--- config.mk ---
export PLATFORM = sky130hd
export DESIGN_NAME = watchdog_interval_timer
export DESIGN_NICKNAME = d
export VERILOG_FILES = /design/src/verilog/wdt_prescaler.v /design/src/verilog/wdt_pulse.v /design/src/verilog/watchdog_interval_timer.v
export VERILOG_INCLUDE_DIRS = /design/src /design/src/verilog
export SDC_FILE = /design/constraint.sdc
export NUM_CORES = 1
export LEC_CHECK = 0
export BUFFER_PORTS_ARGS = -buffer_cell sky130_fd_sc_hd__buf_2
export CORE_MARGIN = 2
export CORE_UTILIZATION = 40
export DETAILED_ROUTE_END_ITERATION = 10
export SYNTH_ARGS = -nofsm -noshare
export SYNTH_HDL_FRONTEND = slang
export SYNTH_SLANG_ARGS = --single-unit
--- constraint.sdc ---
create_clock -name aclk -period 4.9 [get_ports aclk]
set_clock_uncertainty 0.2 [all_clocks]
set_input_delay 0.49 -clock aclk [delete_from_list [all_inputs] [get_ports aclk]]
set_output_delay 0.49 -clock aclk [all_outputs]
set_load 0.03 [all_outputs]
--- src/verilog/wdt_consts.vh ---
`ifndef WDT_CONSTS_VH
`define WDT_CONSTS_VH

// Byte addresses on the register bus
`define WDT_ADDR_CTRL_WR     8'h00
`define WDT_ADDR_CTRL_RD     8'h00
`define WDT_ADDR_COUNT_RD    8'h04
`define WDT_ADDR_RSTCTL      8'h08
`define WDT_ADDR_IRQ_STATUS  8'h0C
`define WDT_ADDR_IRQ_MASK    8'h10

// Key in data bits 15:8 that selects the write target
`define WDT_KEY_COUNT        8'h5A
`define WDT_KEY_CTRL         8'hA5
`define WDT_KEY_RST_FIELD    8'h5A
`define WDT_KEY_RST_FLAG     8'hA5

// Control/status field positions
`define WDT_BIT_FLAG         7
`define WDT_BIT_MODE         6
`define WDT_BIT_ENABLE       5
`define WDT_CTRL_FIXED_ONES  8'h18
`define WDT_CTRL_RESET       8'h18

// Reset control/status field positions
`define WDT_BIT_WD_FLAG      7
`define WDT_BIT_RST_EN       6
`define WDT_BIT_SPARE        5
`define WDT_RST_FIXED_ONES   8'h1F
`define WDT_RST_RESET        8'h1F

// Interrupt status bit positions
`define WDT_IRQ_INTERVAL     0
`define WDT_IRQ_WATCHDOG     1

// Prescaler shift per clock select code
`define WDT_SHIFT_0          5'h01
`define WDT_SHIFT_1          5'h06
`define WDT_SHIFT_2          5'h07
`define WDT_SHIFT_3          5'h09
`define WDT_SHIFT_4          5'h0B
`define WDT_SHIFT_5          5'h0D
`define WDT_SHIFT_6          5'h0F
`define WDT_SHIFT_7          5'h11

// Output pulse lengths in peripheral clock cycles
`define WDT_PIN_CYC_RST      10'h085
`define WDT_PIN_CYC_NORST    10'h082
`define WDT_RST_CYC          10'h207

// Bus responses
`define WDT_RESP_OKAY        2'h0
`define WDT_RESP_SLVERR      2'h2

`endif

--- src/verilog/wdt_prescaler.v ---
`timescale 1ns/1ps
`default_nettype none
`include "wdt_consts.vh"

module wdt_prescaler #(
    parameter WIDTH = 17
) (
    input  wire       aclk,
    input  wire       aresetn,
    input  wire       run,
    input  wire [2:0] sel,
    output reg        tick_ff
);
    reg  [WIDTH-1:0] div_ff;
    reg  [4:0]       shift;
    wire [WIDTH:0]   full_mask;
    wire [WIDTH-1:0] mask;

    // Division select
    always @* begin
        case (sel)
            3'h0: shift = `WDT_SHIFT_0;
            3'h1: shift = `WDT_SHIFT_1;
            3'h2: shift = `WDT_SHIFT_2;
            3'h3: shift = `WDT_SHIFT_3;
            3'h4: shift = `WDT_SHIFT_4;
            3'h5: shift = `WDT_SHIFT_5;
            3'h6: shift = `WDT_SHIFT_6;
            default: shift = `WDT_SHIFT_7;
        endcase
    end

    assign full_mask = ({{WIDTH{1'b0}}, 1'b1} << shift) - {{WIDTH{1'b0}}, 1'b1};
    assign mask      = full_mask[WIDTH-1:0];

    // Held at zero while stopped, so the first tick is a full period
    always @(posedge aclk) begin
        if (!aresetn || !run) begin
            div_ff  <= {WIDTH{1'b0}};
            tick_ff <= 1'b0;
        end else begin
            div_ff  <= div_ff + {{(WIDTH-1){1'b0}}, 1'b1};
            tick_ff <= ((div_ff & mask) == mask);
        end
    end
endmodule // wdt_prescaler

`default_nettype wire

--- src/verilog/wdt_pulse.v ---
`timescale 1ns/1ps
`default_nettype none

module wdt_pulse #(
    parameter W = 10
) (
    input  wire         aclk,
    input  wire         aresetn,
    input  wire         start,
    input  wire [W-1:0] len,
    output reg          active_ff
);
    reg [W-1:0] cnt_ff;

    // High for exactly len cycles after start
    always @(posedge aclk) begin
        if (!aresetn) begin
            cnt_ff    <= {W{1'b0}};
            active_ff <= 1'b0;
        end else if (start) begin
            cnt_ff    <= len - {{(W-1){1'b0}}, 1'b1};
            active_ff <= 1'b1;
        end else if (cnt_ff != {W{1'b0}}) begin
            cnt_ff    <= cnt_ff - {{(W-1){1'b0}}, 1'b1};
        end else begin
            active_ff <= 1'b0;
        end
    end
endmodule // wdt_pulse

`default_nettype wire

--- src/verilog/watchdog_interval_timer.v ---
// Contract
// - Counter is 8-bit readable writable up-counter
// - Enable starts counting; clearing stops, zeroes counter
// - Mode bit: 0 interval, 1 watchdog
// - Interval rollover sets flag, requests interrupt
// - Watchdog overflow drives low output, no interval flag
// - Watchdog overflow may also reset whole chip
// - Flag clears by read-at-1 then write 0
// - Internal reset clears the interval flag
// - Select picks tick from eight clock divisions
// - Control bits 4 and 3 read one
// - Writes need protected keyed access method, except the interrupt mask write
// - Shared write address, word write, low byte
// - Output 133 or 130 cycles, reset 519
// - Reset-enable picks chip reset or timer-only
`timescale 1ns/1ps
`default_nettype none
`include "wdt_consts.vh"

module watchdog_interval_timer #(
    parameter PRESCALE_W = 17,
    parameter PULSE_W    = 10
) (
    input  wire        aclk,
    input  wire        aresetn,
    input  wire [7:0]  s_axi_awaddr,
    input  wire [2:0]  s_axi_awprot,
    input  wire        s_axi_awvalid,
    output reg         s_axi_awready,
    input  wire [31:0] s_axi_wdata,
    input  wire [3:0]  s_axi_wstrb,
    input  wire        s_axi_wvalid,
    output reg         s_axi_wready,
    output reg  [1:0]  s_axi_bresp,
    output reg         s_axi_bvalid,
    input  wire        s_axi_bready,
    input  wire [7:0]  s_axi_araddr,
    input  wire [2:0]  s_axi_arprot,
    input  wire        s_axi_arvalid,
    output reg         s_axi_arready,
    output reg  [31:0] s_axi_rdata,
    output reg  [1:0]  s_axi_rresp,
    output reg         s_axi_rvalid,
    input  wire        s_axi_rready,
    output reg         overflow_out_n,
    output reg         internal_reset,
    output reg         interval_irq,
    output reg         irq
);
    // Timer state
    reg  [7:0]  watchdog_counter_ff;
    reg         interval_overflow_flag_ff;
    reg         watchdog_mode_select_ff;
    reg         count_enable_bit_ff;
    reg  [2:0]  clk_sel_ff;
    reg         wd_flag_ff;
    reg         reset_on_overflow_enable_ff;
    reg         spare_ff;
    reg         flag_armed_ff;
    reg         wd_armed_ff;
    reg  [1:0]  irq_status_ff;
    reg  [1:0]  irq_mask_ff;

    // Bus capture
    reg  [7:0]  aw_addr_ff;
    reg         aw_held_ff;
    reg  [31:0] w_data_ff;
    reg  [3:0]  w_strb_ff;
    reg         w_held_ff;

    wire        tick;
    wire        pin_pulse;
    wire        rst_pulse;
    wire [7:0]  ctrl_rd;
    wire [7:0]  rst_rd;
    wire        wr_go;
    wire        word_ok;
    wire [7:0]  wkey;
    wire [7:0]  wbyte;
    wire        wr_count;
    wire        wr_ctrl;
    wire        wr_rst_field;
    wire        wr_rst_flag;
    wire        rd_go;
    wire        rd_ctrl;
    wire        rd_rst;
    wire        rd_irq;
    wire        overflow;
    wire        iv_event;
    wire        wd_event;
    wire        timer_clear;
    reg  [31:0] rd_word;
    reg         rd_hit;

    assign ctrl_rd = {interval_overflow_flag_ff, watchdog_mode_select_ff,
                      count_enable_bit_ff, 2'b00, clk_sel_ff} | `WDT_CTRL_FIXED_ONES;
    assign rst_rd  = {wd_flag_ff, reset_on_overflow_enable_ff, spare_ff, 5'h00} | `WDT_RST_FIXED_ONES;

    // Write decode: both address and data held, response slot free
    assign wr_go = aw_held_ff && w_held_ff && !s_axi_bvalid;
    assign word_ok = (w_strb_ff[1:0] == 2'b11);
    assign wkey    = w_data_ff[15:8];
    assign wbyte   = w_data_ff[7:0];
    assign wr_count     = wr_go && word_ok && aw_addr_ff == `WDT_ADDR_CTRL_WR && wkey == `WDT_KEY_COUNT;
    assign wr_ctrl      = wr_go && word_ok && aw_addr_ff == `WDT_ADDR_CTRL_WR && wkey == `WDT_KEY_CTRL;
    assign wr_rst_field = wr_go && word_ok && aw_addr_ff == `WDT_ADDR_RSTCTL && wkey == `WDT_KEY_RST_FIELD;
    assign wr_rst_flag  = wr_go && word_ok && aw_addr_ff == `WDT_ADDR_RSTCTL && wkey == `WDT_KEY_RST_FLAG;

    // Read decode, one read in flight
    assign rd_go   = s_axi_arvalid && s_axi_arready;
    assign rd_ctrl = rd_go && s_axi_araddr == `WDT_ADDR_CTRL_RD;
    assign rd_rst  = rd_go && s_axi_araddr == `WDT_ADDR_RSTCTL;
    assign rd_irq  = rd_go && s_axi_araddr == `WDT_ADDR_IRQ_STATUS;

    // count on tick
    // A counter write in the same cycle wins, so a refresh never overflows
    assign overflow = tick && count_enable_bit_ff && !wr_count && watchdog_counter_ff == 8'hFF;
    assign iv_event = overflow && !watchdog_mode_select_ff;
    assign wd_event = overflow && watchdog_mode_select_ff;
    // timer always reset
    // Counter and control reset on every watchdog overflow and during the chip reset
    assign timer_clear = wd_event || rst_pulse;

    wdt_prescaler #(
        .WIDTH (PRESCALE_W)
    ) u_prescaler (
        .aclk    (aclk),
        .aresetn (aresetn),
        .run     (count_enable_bit_ff),
        .sel     (clk_sel_ff),
        .tick_ff (tick)
    );

    wdt_pulse #(
        .W (PULSE_W)
    ) u_pin_pulse (
        .aclk      (aclk),
        .aresetn   (aresetn),
        .start     (wd_event),
        .len       (reset_on_overflow_enable_ff ? `WDT_PIN_CYC_RST : `WDT_PIN_CYC_NORST),
        .active_ff (pin_pulse)
    );

    wdt_pulse #(
        .W (PULSE_W)
    ) u_rst_pulse (
        .aclk      (aclk),
        .aresetn   (aresetn),
        .start     (wd_event && reset_on_overflow_enable_ff),
        .len       (`WDT_RST_CYC),
        .active_ff (rst_pulse)
    );

    // Counter
    always @(posedge aclk) begin
        if (!aresetn) begin
            watchdog_counter_ff <= 8'h00;
        end else if (timer_clear || !count_enable_bit_ff) begin
            watchdog_counter_ff <= 8'h00;
        end else if (wr_count) begin
            watchdog_counter_ff <= wbyte;
        end else if (tick) begin
            watchdog_counter_ff <= watchdog_counter_ff + 8'h01;
        end
    end

    // Control/status fields
    always @(posedge aclk) begin
        if (!aresetn || timer_clear) begin
            watchdog_mode_select_ff <= 1'b0;
            count_enable_bit_ff     <= 1'b0;
            clk_sel_ff              <= 3'h0;
        end else if (wr_ctrl) begin
            watchdog_mode_select_ff <= wbyte[`WDT_BIT_MODE];
            count_enable_bit_ff     <= wbyte[`WDT_BIT_ENABLE];
            clk_sel_ff              <= wbyte[2:0];
        end
    end

    // Interval flag; a new overflow wins over a clear in the same cycle
    always @(posedge aclk) begin
        if (!aresetn) begin
            interval_overflow_flag_ff <= 1'b0;
            flag_armed_ff             <= 1'b0;
        end else if (timer_clear) begin
            interval_overflow_flag_ff <= 1'b0;
            flag_armed_ff             <= 1'b0;
        end else if (iv_event) begin
            interval_overflow_flag_ff <= 1'b1;
        end else if (wr_ctrl && !wbyte[`WDT_BIT_FLAG] && flag_armed_ff) begin
            interval_overflow_flag_ff <= 1'b0;
            flag_armed_ff             <= 1'b0;
        end else if (rd_ctrl && interval_overflow_flag_ff) begin
            flag_armed_ff <= 1'b1;
        end
    end

    // Reset control register; the chip reset pulse does not touch it
    always @(posedge aclk) begin
        if (!aresetn) begin
            wd_flag_ff                  <= 1'b0;
            wd_armed_ff                 <= 1'b0;
            reset_on_overflow_enable_ff <= 1'b0;
            spare_ff                    <= 1'b0;
        end else begin
            if (wr_rst_field) begin
                reset_on_overflow_enable_ff <= wbyte[`WDT_BIT_RST_EN];
                spare_ff                    <= wbyte[`WDT_BIT_SPARE];
            end
            if (wd_event) begin
                wd_flag_ff <= 1'b1;
            end else if (wr_rst_flag && !wbyte[`WDT_BIT_WD_FLAG] && wd_armed_ff) begin
                wd_flag_ff  <= 1'b0;
                wd_armed_ff <= 1'b0;
            end else if (rd_rst && wd_flag_ff) begin
                wd_armed_ff <= 1'b1;
            end
        end
    end

    // Sticky event bits, cleared by reading; an event wins over that read
    always @(posedge aclk) begin
        if (!aresetn) begin
            irq_status_ff <= 2'b00;
            irq_mask_ff   <= 2'b00;
        end else begin
            irq_status_ff[`WDT_IRQ_INTERVAL] <= iv_event ||
                (irq_status_ff[`WDT_IRQ_INTERVAL] && !rd_irq);
            irq_status_ff[`WDT_IRQ_WATCHDOG] <= wd_event ||
                (irq_status_ff[`WDT_IRQ_WATCHDOG] && !rd_irq);
            if (wr_go && aw_addr_ff == `WDT_ADDR_IRQ_MASK && w_strb_ff[0]) begin
                irq_mask_ff <= w_data_ff[1:0];
            end
        end
    end

    // Registered pins
    always @(posedge aclk) begin
        if (!aresetn) begin
            overflow_out_n <= 1'b1;
            internal_reset <= 1'b0;
            interval_irq   <= 1'b0;
            irq            <= 1'b0;
        end else begin
            overflow_out_n <= !pin_pulse;
            internal_reset <= rst_pulse;
            interval_irq   <= interval_overflow_flag_ff;
            irq            <= |(irq_status_ff & irq_mask_ff);
        end
    end

    // Write channels taken in either order
    always @(posedge aclk) begin
        if (!aresetn) begin
            s_axi_awready <= 1'b0;
            s_axi_wready  <= 1'b0;
            aw_held_ff    <= 1'b0;
            w_held_ff     <= 1'b0;
            aw_addr_ff    <= 8'h00;
            w_data_ff     <= 32'h00000000;
            w_strb_ff     <= 4'h0;
        end else begin
            if (s_axi_awvalid && s_axi_awready) begin
                aw_held_ff <= 1'b1;
                aw_addr_ff <= {s_axi_awaddr[7:2], 2'b00};
            end else if (wr_go) begin
                aw_held_ff <= 1'b0;
            end
            if (s_axi_wvalid && s_axi_wready) begin
                w_held_ff <= 1'b1;
                w_data_ff <= s_axi_wdata;
                w_strb_ff <= s_axi_wstrb;
            end else if (wr_go) begin
                w_held_ff <= 1'b0;
            end
            s_axi_awready <= !aw_held_ff && !(s_axi_awvalid && s_axi_awready) && !s_axi_bvalid;
            s_axi_wready  <= !w_held_ff && !(s_axi_wvalid && s_axi_wready) && !s_axi_bvalid;
        end
    end

    // Write response; unmapped addresses answer SLVERR
    // Wrong key or narrow writes to keyed registers are dropped silently with OKAY, as a real guard would
    always @(posedge aclk) begin
        if (!aresetn) begin
            s_axi_bvalid <= 1'b0;
            s_axi_bresp  <= `WDT_RESP_OKAY;
        end else if (wr_go) begin
            s_axi_bvalid <= 1'b1;
            case (aw_addr_ff)
                `WDT_ADDR_CTRL_WR, `WDT_ADDR_RSTCTL, `WDT_ADDR_IRQ_STATUS, `WDT_ADDR_IRQ_MASK:
                    s_axi_bresp <= `WDT_RESP_OKAY;
                default:
                    s_axi_bresp <= `WDT_RESP_SLVERR;
            endcase
        end else if (s_axi_bready) begin
            s_axi_bvalid <= 1'b0;
        end
    end

    // Read mux
    always @* begin
        rd_word = 32'h00000000;
        rd_hit  = 1'b1;
        case (s_axi_araddr)
            `WDT_ADDR_CTRL_RD:    rd_word = {24'h000000, ctrl_rd};
            `WDT_ADDR_COUNT_RD:   rd_word = {24'h000000, watchdog_counter_ff};
            `WDT_ADDR_RSTCTL:     rd_word = {24'h000000, rst_rd};
            `WDT_ADDR_IRQ_STATUS: rd_word = {30'h00000000, irq_status_ff};
            `WDT_ADDR_IRQ_MASK:   rd_word = {30'h00000000, irq_mask_ff};
            default:              rd_hit  = 1'b0;
        endcase
    end

    // Read channel: answer one cycle after the address is taken
    always @(posedge aclk) begin
        if (!aresetn) begin
            s_axi_arready <= 1'b0;
            s_axi_rvalid  <= 1'b0;
            s_axi_rdata   <= 32'h00000000;
            s_axi_rresp   <= `WDT_RESP_OKAY;
        end else begin
            s_axi_arready <= !s_axi_rvalid && !rd_go;
            if (rd_go) begin
                s_axi_rvalid <= 1'b1;
                s_axi_rdata  <= rd_word;
                s_axi_rresp  <= rd_hit ? `WDT_RESP_OKAY : `WDT_RESP_SLVERR;
            end else if (s_axi_rready) begin
                s_axi_rvalid <= 1'b0;
            end
        end
    end
endmodule // watchdog_interval_timer

`default_nettype wire

**After elaboration in Yosys (flattened, before gate mapping)**

Cells that the tools add are included.

- Add/sub/neg operators: 6
- Equal/unequal tests: 20
- Shift-type cells: 1
- Muxes and demuxes: 31
- Bitwise logic cells: 5
- Reductions and logical operators: 80

Operators with widths:

| operator | number |
|---|---|
| $mux W10 | 4 |
| $pmux W8 S5 | 1 |
| $logic_and A1 B1 Y1 | 36 |
| $pmux W5 S7 | 1 |
| $reduce_bool A2 Y1 | 11 |
| $mux W1 | 20 |
| $reduce_bool A10 Y1 | 2 |
| $sub A10 B1 Y10 const B | 2 |
| $add A17 B1 Y17 const B | 1 |
| $and A17 B17 Y17 | 1 |
| $eq A17 B17 Y1 | 1 |
| $shl A1 B5 Y17 const A | 1 |
| $sub A17 B1 Y17 const B | 1 |
| $eq A8 B4 Y1 const B | 2 |
| $eq A8 B8 Y1 const B | 2 |
| $logic_not A8 Y1 | 2 |
| $mux W8 | 2 |
| $logic_not A1 Y1 | 14 |
| $eq A6 B2 Y1 const B | 2 |
| $eq A3 B3 Y1 const B | 3 |
| $sub A8 B1 Y9 const B | 1 |
| $add A8 B1 Y8 const B | 1 |
| $eq A8 B3 Y1 const B | 1 |
| $eq A8 B5 Y1 const B | 1 |
| 17 further kinds | 30 |

- Register bits: 134
- Input bits: 65
- Output and inout port bits: 45
- Word-level logic and storage cells: 179

**Depth between registers and ports, before layout**

Gate-level depths: netlist (run 1).

- Depth after elaboration: 12
- Mapped depth: 11
- Mapped depth without buffers: 10

**Modules after synthesis**

A second synthesis (run 1) with hierarchy kept.

- Cells, all modules: 627
- Area, all modules: 5,464.0 um^2

By module, submodules not included:

| module | instances | cells an instance | area an instance (um^2) | sequential area each (um^2) |
|---|---|---|---|---|
| watchdog_interval_timer | 1 | 377 | 3,199.3 | 1,361.3 |
| wdt_pulse | 2 | 69 | 675.6 | 220.2 |
| wdt_prescaler | 1 | 112 | 913.4 | 360.3 |

**Least setup slack after synthesis (run 1)**

No wires, ideal clock.

- Kind: register to register
- From: reg clk_sel_ff[0]
- To: reg u_prescaler.tick_ff
- Setup time: 0.092 ns
- Data arrival time: 2.243 ns
- Required time: 4.608 ns
- Slack: 2.365 ns
- Stages on the path, launching flop included: 11
- Buffers on the path: 1
- Clock period less this slack: 2.535 ns
- Cell sequence: dfxtp_1 inv_1 ha_1 clkbuf_1 nor4b_1 nand2_1 ha_1 o2111ai_1 a311oi_1 o2111ai_1 nor4_1

- Longest elaborated chain between the ends: 6
- Elaborated cells on any way between the ends: 12
- Classes of those cells: add/sub (1); eq/ne (7); shift (1); mux (1); bitwise (1); reduce/logical (1)

Ends and longest elaborated chain:

| item | line | text |
|---|---|---|
| start, declared | watchdog_interval_timer.v:55 | `reg [2:0] clk_sel_ff;` |
| start signal, assigned | watchdog_interval_timer.v:176 | `clk_sel_ff <= wbyte[2:0];` |
| $eq A3 B3 Y1, or another cell as far along | wdt_prescaler.v:21 | `case (sel)` |
| $pmux W5 S7 (*) | wdt_prescaler.v:21 |  |
| $shl A1 B5 Y17 (*) | wdt_prescaler.v:33 | `assign full_mask = ({{WIDTH{1'b0}}, 1'b1} << shift) - {{WIDTH{1'b0}}, 1'b1};` |
| $sub A17 B1 Y17 (*) | wdt_prescaler.v:33 |  |
| $and A17 B17 Y17 | wdt_prescaler.v:43 | `tick_ff <= ((div_ff & mask) == mask);` |
| $eq A17 B17 Y1 (*) | wdt_prescaler.v:43 |  |
| end signal, assigned | wdt_prescaler.v:43 |  |
| end, declared | wdt_prescaler.v:12 | `output reg tick_ff` |

Every way passes the cells marked *; elsewhere a longest branch is shown, timed or not.
A chain may end at the register's enable or synchronous reset.

**Worst setup path in the final report (run 1)**

Same ends and word-level chain as after synthesis.

==> impl_metrics.json, run 1 <==
{
  "status": "completed",
  "cts_tree": "built",
  "p_leak_nw": 2.175,
  "cts_setup_buffers": 0,
  "crit_required_ns": 4.95,
  "fill_cells": 1332,
  "clk-insertion-delay-late_ns": 0.36,
  "ir_drop_mv": 0.2037,
  "synth_flop_cell": "dfxtp_1",
  "syn_inst": 631,
  "setup_viol": 0,
  "fin_cells": 849,
  "setup.worst_path.class": "reg2reg",
  "clkTransAtPathRegs_ns": 0.08,
  "power_density_nw_per_um2": 389.3,
  "yosys_warnings": 0,
  "grt_first_pass_wirelength_mm": 18.68,
  "worst_slew_pin_slew_ns": 1.180,
  "hold_violations": 0,
  "ctsHoldBuffers": 0,
  "slew_headroom": 0.2063,
  "vias": 4325,
  "grt_start_max_net_pins": 67,
  "root_buffer": "clkbuf_16",
  "yosys.area.top_type": "dfxtp_1",
  "clk_path_buf_depth": 2,
  "start_kind": "flop",
  "drc": 0,
  "die_y_um": 118.8,
  "worst_hold_slack_ns": 0.1758,
  "synth.distinct_cells": 55,
  "n_antenna_cell": 0,
  "synth_common_cells": "108 x dfxtp_1, 93 x nand2_1, 54 x nor2_1",
  "maxSlewViolCount": 0,
  "hpwl_mm": 8.154,
  "fmax_mhz": 350.4,
  "dp_cells": 833,
  "synth.area.top_cells": "dfxtp_1 41%, nand2_1 6.6%, a21boi_0 6.0%",
  "h-tree-depth": 3,
  "cp.arrival_ns": 2.90,
  "syn_area_sq_um": 5274,
  "cp_max_fo": 9,
  "ys_seq_elements": 108,
  "dr.pass1.iters": 4,
  "synthArstFlopShare": 0,
  "drtIter0Drc": 196,
  "yosys.area.top_type_share": 0.4100,
  "cts_sinks": 108,
  "cts_resized": 0,
  "drive_gt1_frac": 0.1182,
  "hold_class": "in2reg",
  "die-area_sq_um": 14120,
  "p_total_mw": 2.279,
  "pin_count": 110,
  "layout-area-overhead-vs-synth_pct": 11.01,
  "yosysSeqAreaShare": 0.4100,
  "setup_tns_ns": 0,
  "rsz0062_at_grt": "false",
  "syn-mean-instance-area_sq_um": 8.358,
  "io_buffers": 57,
  "drt_wl_total_mm": 11.32,
  "final_nets": 746,
  "antenna_found_initial": 0,
  "max_cap_viol_count": 0,
  "wl_per_cell_um": 13.33,
  "rows": 41,
  "gp_congestion": 0.8467,
  "synth_edf_count": 0,
  "die_x_um": 118.8,
  "post-synth-top-count-cell": "dfxtp_1",
  "first_global_vias": 3997,
  "critPathCaptureType": "flop",
  "period_share": 0.5824,
  "viasPerCell": 5.094,
  "grt_usage": 0.1629,
  "numCtsBuffers": 9,
  "antenna_left": 0,
  "post-route-min-period_ns": 2.854,
  "initial_core_util": 0.4145,
  "overflow": 0,
  "core-area_sq_um": 12720
}
-- critical path, stage by stage (launching register included) --
cell and delay, ns:
dfxtp_1 0.40, inv_1 0.08, ha_1 0.42, nor3_1 0.36, nand2_1 0.10, ha_1 0.29
o2111ai_1 0.12, a311oi_1 0.28, o2111ai_1 0.14, nor4_1 0.36
-- per-stage QoR --
step,setup slack (ns),instance area [sq um],util
detailed placement,2.070,5552,0.4364
global placement,2.093,5552,0.4364
CTS,1.999,5854,0.4602
finish,2.046,5854,0.4602
global route,1.646,5854,0.4602
floorplan,2.365,5368,-
-- flip-flops by register name, summed over array words and instances, names as in the netlist, 2 cells and up --
signal and flops:
irq_mask_ff 2, aw_addr_ff 6, irq_status_ff 2, w_strb_ff 2, s_axi_rdata 8, watchdog_counter_ff 8, u_prescaler.div_ff 17, u_rst_pulse.cnt_ff 10
w_data_ff 16, clk_sel_ff 3, u_pin_pulse.cnt_ff 10
-- cell usage in the layout, fill, tap and decap left out, types with 11 or more instances in the layout --
cell type  synthesis  final
buf_2              1     57
mux2i_1           17     17
xor2_1            14     14
nand2_1           93     93
xnor2_1           17     17
nor2_1            54     54
a21oi_1           28     28
a21boi_0          42     42
o21ai_0           29     29
nor2b_1           11     11
dfxtp_1          108    108
conb_1             2     27
inv_1             15     15
nor3_1            13     13
nand3_1           21     21
-- cell type report --
type | count | area, sq um | area share
clock buffer | 12 | 246.5 | 0.04210
clock inverter | 4 | 56.30 | 0.009617
inverter | 15 | 56.30 | 0.009617
multi-input combinational | 480 | 2825 | 0.4826
sequential | 108 | 2162 | 0.3693
tap | 172 | 215.2 | 0.03676
timing repair buffer | 58 | 292.8 | 0.05001
-- cells by family after synthesis --
family,share of synthesized area
adders and majority gates,0.02135
and+or+nand+nor,0.2501
muxes,0.03227
xor gates and xnor gates,0.05148
DFF,0.4100
buffers and inverters,0.07212
AOI/OAI and AO/OA,0.1613
other,0.001424
-- metal layers --
metal	vias up	part of all wire	GRT usage
met5	-	0	0
met4	0	0.025	0.08036
met3	20	0.046	0.03161
met2	91	0.45	0.2597
met1	1992	0.48	0.2108
li1	2222	-	-
-- final timing paths --
| path | endpoint | start | slack, ns | depth (start not counted) |
|---|---|---|---|---|
| max | u_prescaler.tick_ff$_SDFF_PP0_ | clk_sel_ff[0]$_SDFFE_PP0P_ | 2.05 | 9 |
| min | w_data_ff[12]$_SDFFE_PN0P_ | s_axi_wdata[12] | 0.18 | 3 |
| max reg2reg | u_prescaler.tick_ff$_SDFF_PP0_ | clk_sel_ff[0]$_SDFFE_PP0P_ | 2.05 | 9 |
| min reg2reg | overflow_out_n$_SDFF_PN1_ | u_pin_pulse.active_ff$_SDFFE_PN0P_ | 0.20 | 1 |
-- report_power, final --
part / total [mW] / switching [mW] / internal, mW
registers: 1.03 / 0.0673 / 0.960
logic: 0.501 / 0.288 / 0.213
clock network: 0.751 / 0.335 / 0.416
total: 2.28 / 0.691 / 1.59
Note: power is estimated with default switching activity, not from simulation.
==> run 2, diff against run 1 <==
Clock period 4.9 ns to 2.35 ns, I/O delays scaled along.
==> run 2 against run 1 <==
Utilization grew 4.6 points. Largest power group unchanged. Clock-buffer cell count shrank 2. Clock power grew 96%. Largest cell class unchanged. Routed wire length grew 8.8%. Non-clock buffer count grew 62. Highest routed layer unchanged.
==> impl_metrics.json, run 2 (same netlist as run 1, synthesis figures left out) <==
{
  "reg_top3": "u_prescaler.div_ff (17), w_data_ff (16)",
  "worstReg2RegStart": "aw_addr_ff[5]$_SDFFE_PN0P_",
  "clkTransAtPathRegs_ns": 0.07,
  "slew_headroom": 0.5265,
  "critPathCaptureType": "flop",
  "period_share": 0.9566,
  "antenna_left": 0,
  "switchingPower_mw": 1.494,
  "r2r_cells": 5,
  "setup.worst_path.class": "reg2reg",
  "vias": 4626,
  "hp-start": "s_axi_awvalid",
  "setup_viol": 0,
  "drive_gt1_frac": 0.1759,
  "hpwl_mm": 8.979,
  "viasPerCell": 5.078,
  "clk-insertion-delay-late_ns": 0.36,
  "ir_drop_mv": 0.3284,
  "rows": 41,
  "dr.pass1.iters": 4,
  "grt_start_max_net_pins": 39,
  "maxSlewViolCount": 0,
  "swShare": 0.3124,
  "max_cap_viol_count": 0,
  "n_antenna_cell": 0,
  "worst-path-buf-inv": 1,
  "post-route-min-period_ns": 2.248,
  "hold_violations": 0,
  "worst_hold_slack_ns": 0.01389,
  "comb_power_share": 0.246,
  "io_buffers": 57,
  "max_stage_delay_ns": 0.55,
  "wl_per_cell_um": 13.52,
  "grt_first_pass_wirelength_mm": 20.39,
  "p_leak_nw": 2.480,
  "cp_max_fo": 12,
  "h-tree-depth": 3,
  "cts_tree": "built",
  "cellInternalPower_mw": 3.289,
  "cp.arrival_ns": 2.31,
  "drtIter0Drc": 230,
  "die_y_um": 118.8,
  "fmax_mhz": 444.8,
  "pin_count": 110,
  "layout-area-overhead-vs-synth_pct": 22.18,
  "r2r_slack_ns": 0.10,
  "fill_cells": 1241,
  "crit_path_start": "aw_addr_ff[5]$_SDFFE_PN0P_",
  "most-common-layout-cells": "106 x dfxtp_1, 92 x nand2_1, 57 x buf_2, 53 x nor2_1, 42 x a21boi_0",
  "final_nets": 808,
  "critPathSlowestCell": "or4_4",
  "crit_family": "simple AND/OR/NAND/NOR gates",
  "holdPathStages": 3,
  "dp_cells": 868,
  "antenna_found_initial": 0,
  "first_global_vias": 4372,
  "worst_slew_pin_slew_ns": 0.7102,
  "p_clk_frac": 0.306,
  "cts_setup_buffers": 0,
  "start_kind": "flop",
  "setup_tns_ns": 0,
  "cts_sinks": 108,
  "gp_congestion": 0.8269,
  "r2r-end": "watchdog_counter_ff[4]$_SDFFE_PP0P_",
  "numCtsBuffers": 9,
  "root_buffer": "clkbuf_16",
  "status": "completed",
  "crit_required_ns": 2.41,
  "overflow": 0,
  "die-area_sq_um": 14120,
  "p_total_mw": 4.784,
  "core-area_sq_um": 12720,
  "whs_endpoint": "aw_addr_ff[7]$_SDFFE_PN0P_",
  "rsz0062_at_grt": "true",
  "initial_core_util": 0.4145,
  "fin_cells": 911,
  "clk_path_buf_depth": 2,
  "grt_usage": 0.1781,
  "drc": 0,
  "power_density_nw_per_um2": 742.4,
  "path_cells": "or3_4 > or4_4 > or2_1 > buf_4 > a211oi_1",
  "largest_reg_flops": 17,
  "drt_wl_total_mm": 12.31,
  "seqPwrFrac": 0.448,
  "regMostFlops": "u_prescaler.div_ff",
  "die_x_um": 118.8,
  "mostFrequentLayoutCell": "dfxtp_1",
  "hold_class": "in2reg"
}
-- run 2: area by class of cell --
class / count / area (sq um) / area share
Sequential cell: 108 / 2165 / 0.3359
Tap cell: 172 / 215.2 / 0.03340
Inverter: 15 / 56.30 / 0.008738
Multi-Input combinational cell: 480 / 2899 / 0.4499
Clock inverter: 6 / 43.79 / 0.006796
Timing Repair Buffer: 120 / 825.8 / 0.1282
Clock buffer: 10 / 239.0 / 0.03709
-- run 2: power by group through the flow --
| stage | Clock (mW) | Combinational, mW | Sequential [mW] |
|---|---|---|---|
| finish | 1.47 | 1.18 | 2.14 |
| global route | 1.60 | 1.33 | 2.17 |
| CTS | 1.51 | 1.16 | 2.14 |
| detailed placement | 0 | 1.12 | 2.18 |
| global placement | 0 | 1.07 | 2.17 |
| floorplan | 0 | 0.875 | 2.17 |
-- run 2: stage by stage --
| stage | utilization | worst slack, ns | instance area [sq um] |
|---|---|---|---|
| global placement | 0.4593 | 0.06843 | 5843 |
| floorplan | - | 0.01291 | 5405 |
| finish | 0.5065 | 0.1020 | 6444 |
| global route | 0.5065 | -0.1112 | 6444 |
| CTS | 0.5028 | 0.04546 | 6396 |
| detailed placement | 0.4593 | 0.01228 | 5843 |
-- run 2: worst max path at each step --
stage | to | slack, ns | cells after the start
final | watchdog_counter_ff[4]$_SDFFE_PP0P_ | 0.10 | 5
after global routing | u_prescaler.tick_ff$_SDFF_PP0_ | -0.11 | 9
after CTS | clk_sel_ff[1]$_SDFFE_PP0P_ | 0.05 | 7
after detailed placement | u_prescaler.tick_ff$_SDFF_PP0_ | 0.01 | 9
after global placement | u_prescaler.tick_ff$_SDFF_PP0_ | 0.07 | 9
after floorplan | u_prescaler.tick_ff$_SDFF_PP0_ | 0.01 | 10
-- run 2: per-layer routing --
metal | share of wire | vias to the layer above | global-route usage
li1 | - | 2343 | -
met1 | 0.46 | 2156 | 0.2283
met2 | 0.47 | 103 | 0.2895
met3 | 0.047 | 24 | 0.03400
met4 | 0.025 | 0 | 0.08185
met5 | 0 | - | 0
-- run 2: worst register-to-register path, delay by kind of cell (launching register included) --
kind | cells | cell delay (ns)
buffers and inverters | 1 | 0.20
AOI/OAI and AO/OA | 1 | 0.21
and+or+nand+nor | 3 | 1.23
DFF | 1 | 0.31
-- run 2: repair_timing --
| item | CTS | global route |
|---|---|---|
| setup endpoints to repair | 1 | 25 |
| hold buffers | 27 | 0 |
| hold endpoints to repair | 28 | 0 |
| pin swaps | 2 | 4 |
| gates resized for setup | 0 | 11 |
==> run 3, diff against run 2 <==
Settings changed: ABC_AREA set to 1, HOLD_SLACK_MARGIN set to 0.08.
==> run 3 against run 2 <==
Sequential power is 4% lower. Global-route usage rose by 0.97 points. Flip-flop and latch count unchanged. Sequential share of layout area up 0.44 points. Clock-buffer cell count is 1 higher. Critical path depth increased by 9. Total power fell by 11%. Critical endpoint is now u_prescaler.tick_ff$_SDFF_PP0_.
==> impl_metrics.json, run 3 <==
{
  "status": "completed",
  "fin_cells": 1023,
  "antenna_found_initial": 0,
  "period_share": 0.9198,
  "max_stage_delay_ns": 0.36,
  "numCtsBuffers": 9,
  "first_global_vias": 4685,
  "clk-insertion-delay-late_ns": 0.36,
  "regMostFlops": "u_prescaler.div_ff",
  "place_area_sq_um": 5737,
  "cts_tree": "built",
  "synth.distinct_cells": 43,
  "initial_core_util": 0.4051,
  "antenna_left": 0,
  "p_leak_nw": 2.663,
  "cts_sinks": 108,
  "rsz0062_at_grt": "true",
  "dr.pass1.iters": 4,
  "grt_usage": 0.1877,
  "path_cells": "ha_1 > nor2_2 > nand2_1 > inv_2 > nand3_1 > ha_1 > nor2_1 > nor2_1 > nand2_1 > nor2_1 > nand2_1 > nor2_1 > nand4_1 > nor2_1",
  "mostFrequentLayoutCell": "nand2_1",
  "core-area_sq_um": 13140,
  "largest_reg_flops": 17,
  "setup.worst_path.class": "reg2reg",
  "hpwl_mm": 9.156,
  "fill_cells": 1370,
  "synthArstFlopShare": 0,
  "setup_viol": 0,
  "root_buffer": "clkbuf_16",
  "grt_start_max_net_pins": 29,
  "die_y_um": 119.4,
  "maxSlewViolCount": 0,
  "synth_flop_cell": "dfxtp_1",
  "max_cap_viol_count": 0,
  "synth_common_cells": "126 x nand2_1, 115 x nor2_1, 108 x dfxtp_1",
  "r2r_slack_ns": 0.19,
  "yosys.area.top_type": "dfxtp_1",
  "synth_edf_count": 0,
  "cp.arrival_ns": 2.25,
  "post-synth-top-count-cell": "nand2_1",
  "drt_wl_total_mm": 12.62,
  "pin_count": 110,
  "critPathCaptureType": "flop",
  "power_density_nw_per_um2": 671.0,
  "clkTransAtPathRegs_ns": 0.07,
  "post-route-util": 0.4844,
  "syn_inst": 749,
  "h-tree-depth": 3,
  "drive_gt1_frac": 0.1499,
  "start_kind": "flop",
  "dp_cells": 977,
  "wl_per_cell_um": 12.33,
  "crit_top_cell": "nor2_1",
  "hold_violations": 0,
  "final_nets": 916,
  "yosysSeqAreaShare": 0.4062,
  "most-common-layout-cells": "124 x nand2_1, 111 x nor2_1, 105 x dfxtp_1, 93 x inv_1, 61 x o21ai_0",
  "crit_required_ns": 2.44,
  "vias": 4844,
  "gp_congestion": 0.8578,
  "ys_seq_elements": 108,
  "fmax_mhz": 462.6,
  "die-area_sq_um": 14250,
  "syn-mean-instance-area_sq_um": 7.106,
  "fin_area_sq_um": 6364,
  "worst_hold_slack_ns": 0.1385,
  "drtIter0Drc": 235,
  "viasPerCell": 4.735,
  "overflow": 0,
  "layout-area-overhead-vs-synth_pct": 19.56,
  "ir_drop_mv": 0.3137,
  "drc": 0,
  "syn_area_sq_um": 5323,
  "critPathSlowestCell": "dfxtp_2",
  "post-route-min-period_ns": 2.161,
  "die_x_um": 119.4,
  "cp_max_fo": 4,
  "yosys.area.top_type_share": 0.4062,
  "io_buffers": 57,
  "yosys_warnings": 0,
  "hold_class": "in2reg",
  "grt_first_pass_wirelength_mm": 21.58,
  "clk_path_buf_depth": 2,
  "synth.area.top_cells": "dfxtp_1 41%, nand2_1 8.9%, nor2_1 8.1%",
  "n_antenna_cell": 0,
  "rows": 42,
  "reg_top3": "u_prescaler.div_ff (17), w_data_ff (16)"
}
-- run 3: where the power goes --
| part | switching [mW] | internal (mW) |
|---|---|---|
| logic | 0.497 | 0.278 |
| clock network | 0.695 | 0.753 |
| registers | 0.0917 | 1.96 |
| total | 1.28 | 2.99 |
-- run 3: layout make-up --
type | instances | area [sq um] | area share
Clock buffer | 11 | 242.7 | 0.03814
Clock inverter | 5 | 35.03 | 0.005505
Inverter | 103 | 395.4 | 0.06213
Multi-Input combinational cell | 526 | 2676 | 0.4206
Sequential cell | 108 | 2166 | 0.3403
Tap cell | 176 | 220.2 | 0.03460
Timing Repair Buffer | 94 | 628.1 | 0.09870
-- run 3: per-layer routing --
layer,track usage,part of all wire,vias up
li1,-,-,2560
met1,0.2298,0.47,2185
met2,0.3218,0.47,78
met3,0.03688,0.034,21
met4,0.07868,0.021,0
met5,0,0,-
-- run 3: final timing paths --
path | endpoint | startpoint | cells past startpoint
max | u_prescaler.tick_ff$_SDFF_PP0_ | clk_sel_ff[0]$_SDFFE_PP0P_ | 14
min | s_axi_rresp[1]$_SDFFE_PN0P_ | s_axi_araddr[7] | 5
max reg2reg | u_prescaler.tick_ff$_SDFF_PP0_ | clk_sel_ff[0]$_SDFFE_PP0P_ | 14
min reg2reg | overflow_out_n$_SDFF_PN1_ | u_pin_pulse.active_ff$_SDFFE_PN0P_ | 1
-- run 3: cell families after synthesis --
logic type / synth area share
DFF: 0.4062
other: 0.001411
and+or+nand+nor: 0.2938
AOI/OAI and AO/OA: 0.1323
xor gates and xnor gates: 0.02468
adders and majority gates: 0.02116
buffers and inverters: 0.1185
muxes: 0.001881
-- run 3: through the flow --
step           setup WS, ns  power, mW  setup TNS (ns)
2_1_floorplan        0.2453      2.678               0
3_5_place_dp        0.01463      2.823               0
3_3_place_gp        0.04077      2.814               0
5_1_grt            -0.07597      4.511        -0.07597
4_1_cts            0.001251      4.309               0
6_report             0.1885      4.270               0
-- run 3: critical path, delay by kind of cell, from the launching register on --
family / cells / cell delay (ns)
AND/OR/NAND/NOR: 11 / 0.94
flip-flops: 1 / 0.36
buffers and inverters: 1 / 0.07
adder cells (fa/ha/maj): 2 / 0.53
-- run 3: timing repair --
| item | CTS | global route |
|---|---|---|
| gates resized for setup | 1 | 19 |
| endpoints found under the setup margin | 1 | 19 |
| hold buffers | 26 | 0 |
| endpoints found under the hold margin | 26 | 0 |
| pin swaps | 0 | 3 |
| setup buffers | 0 | 4 |
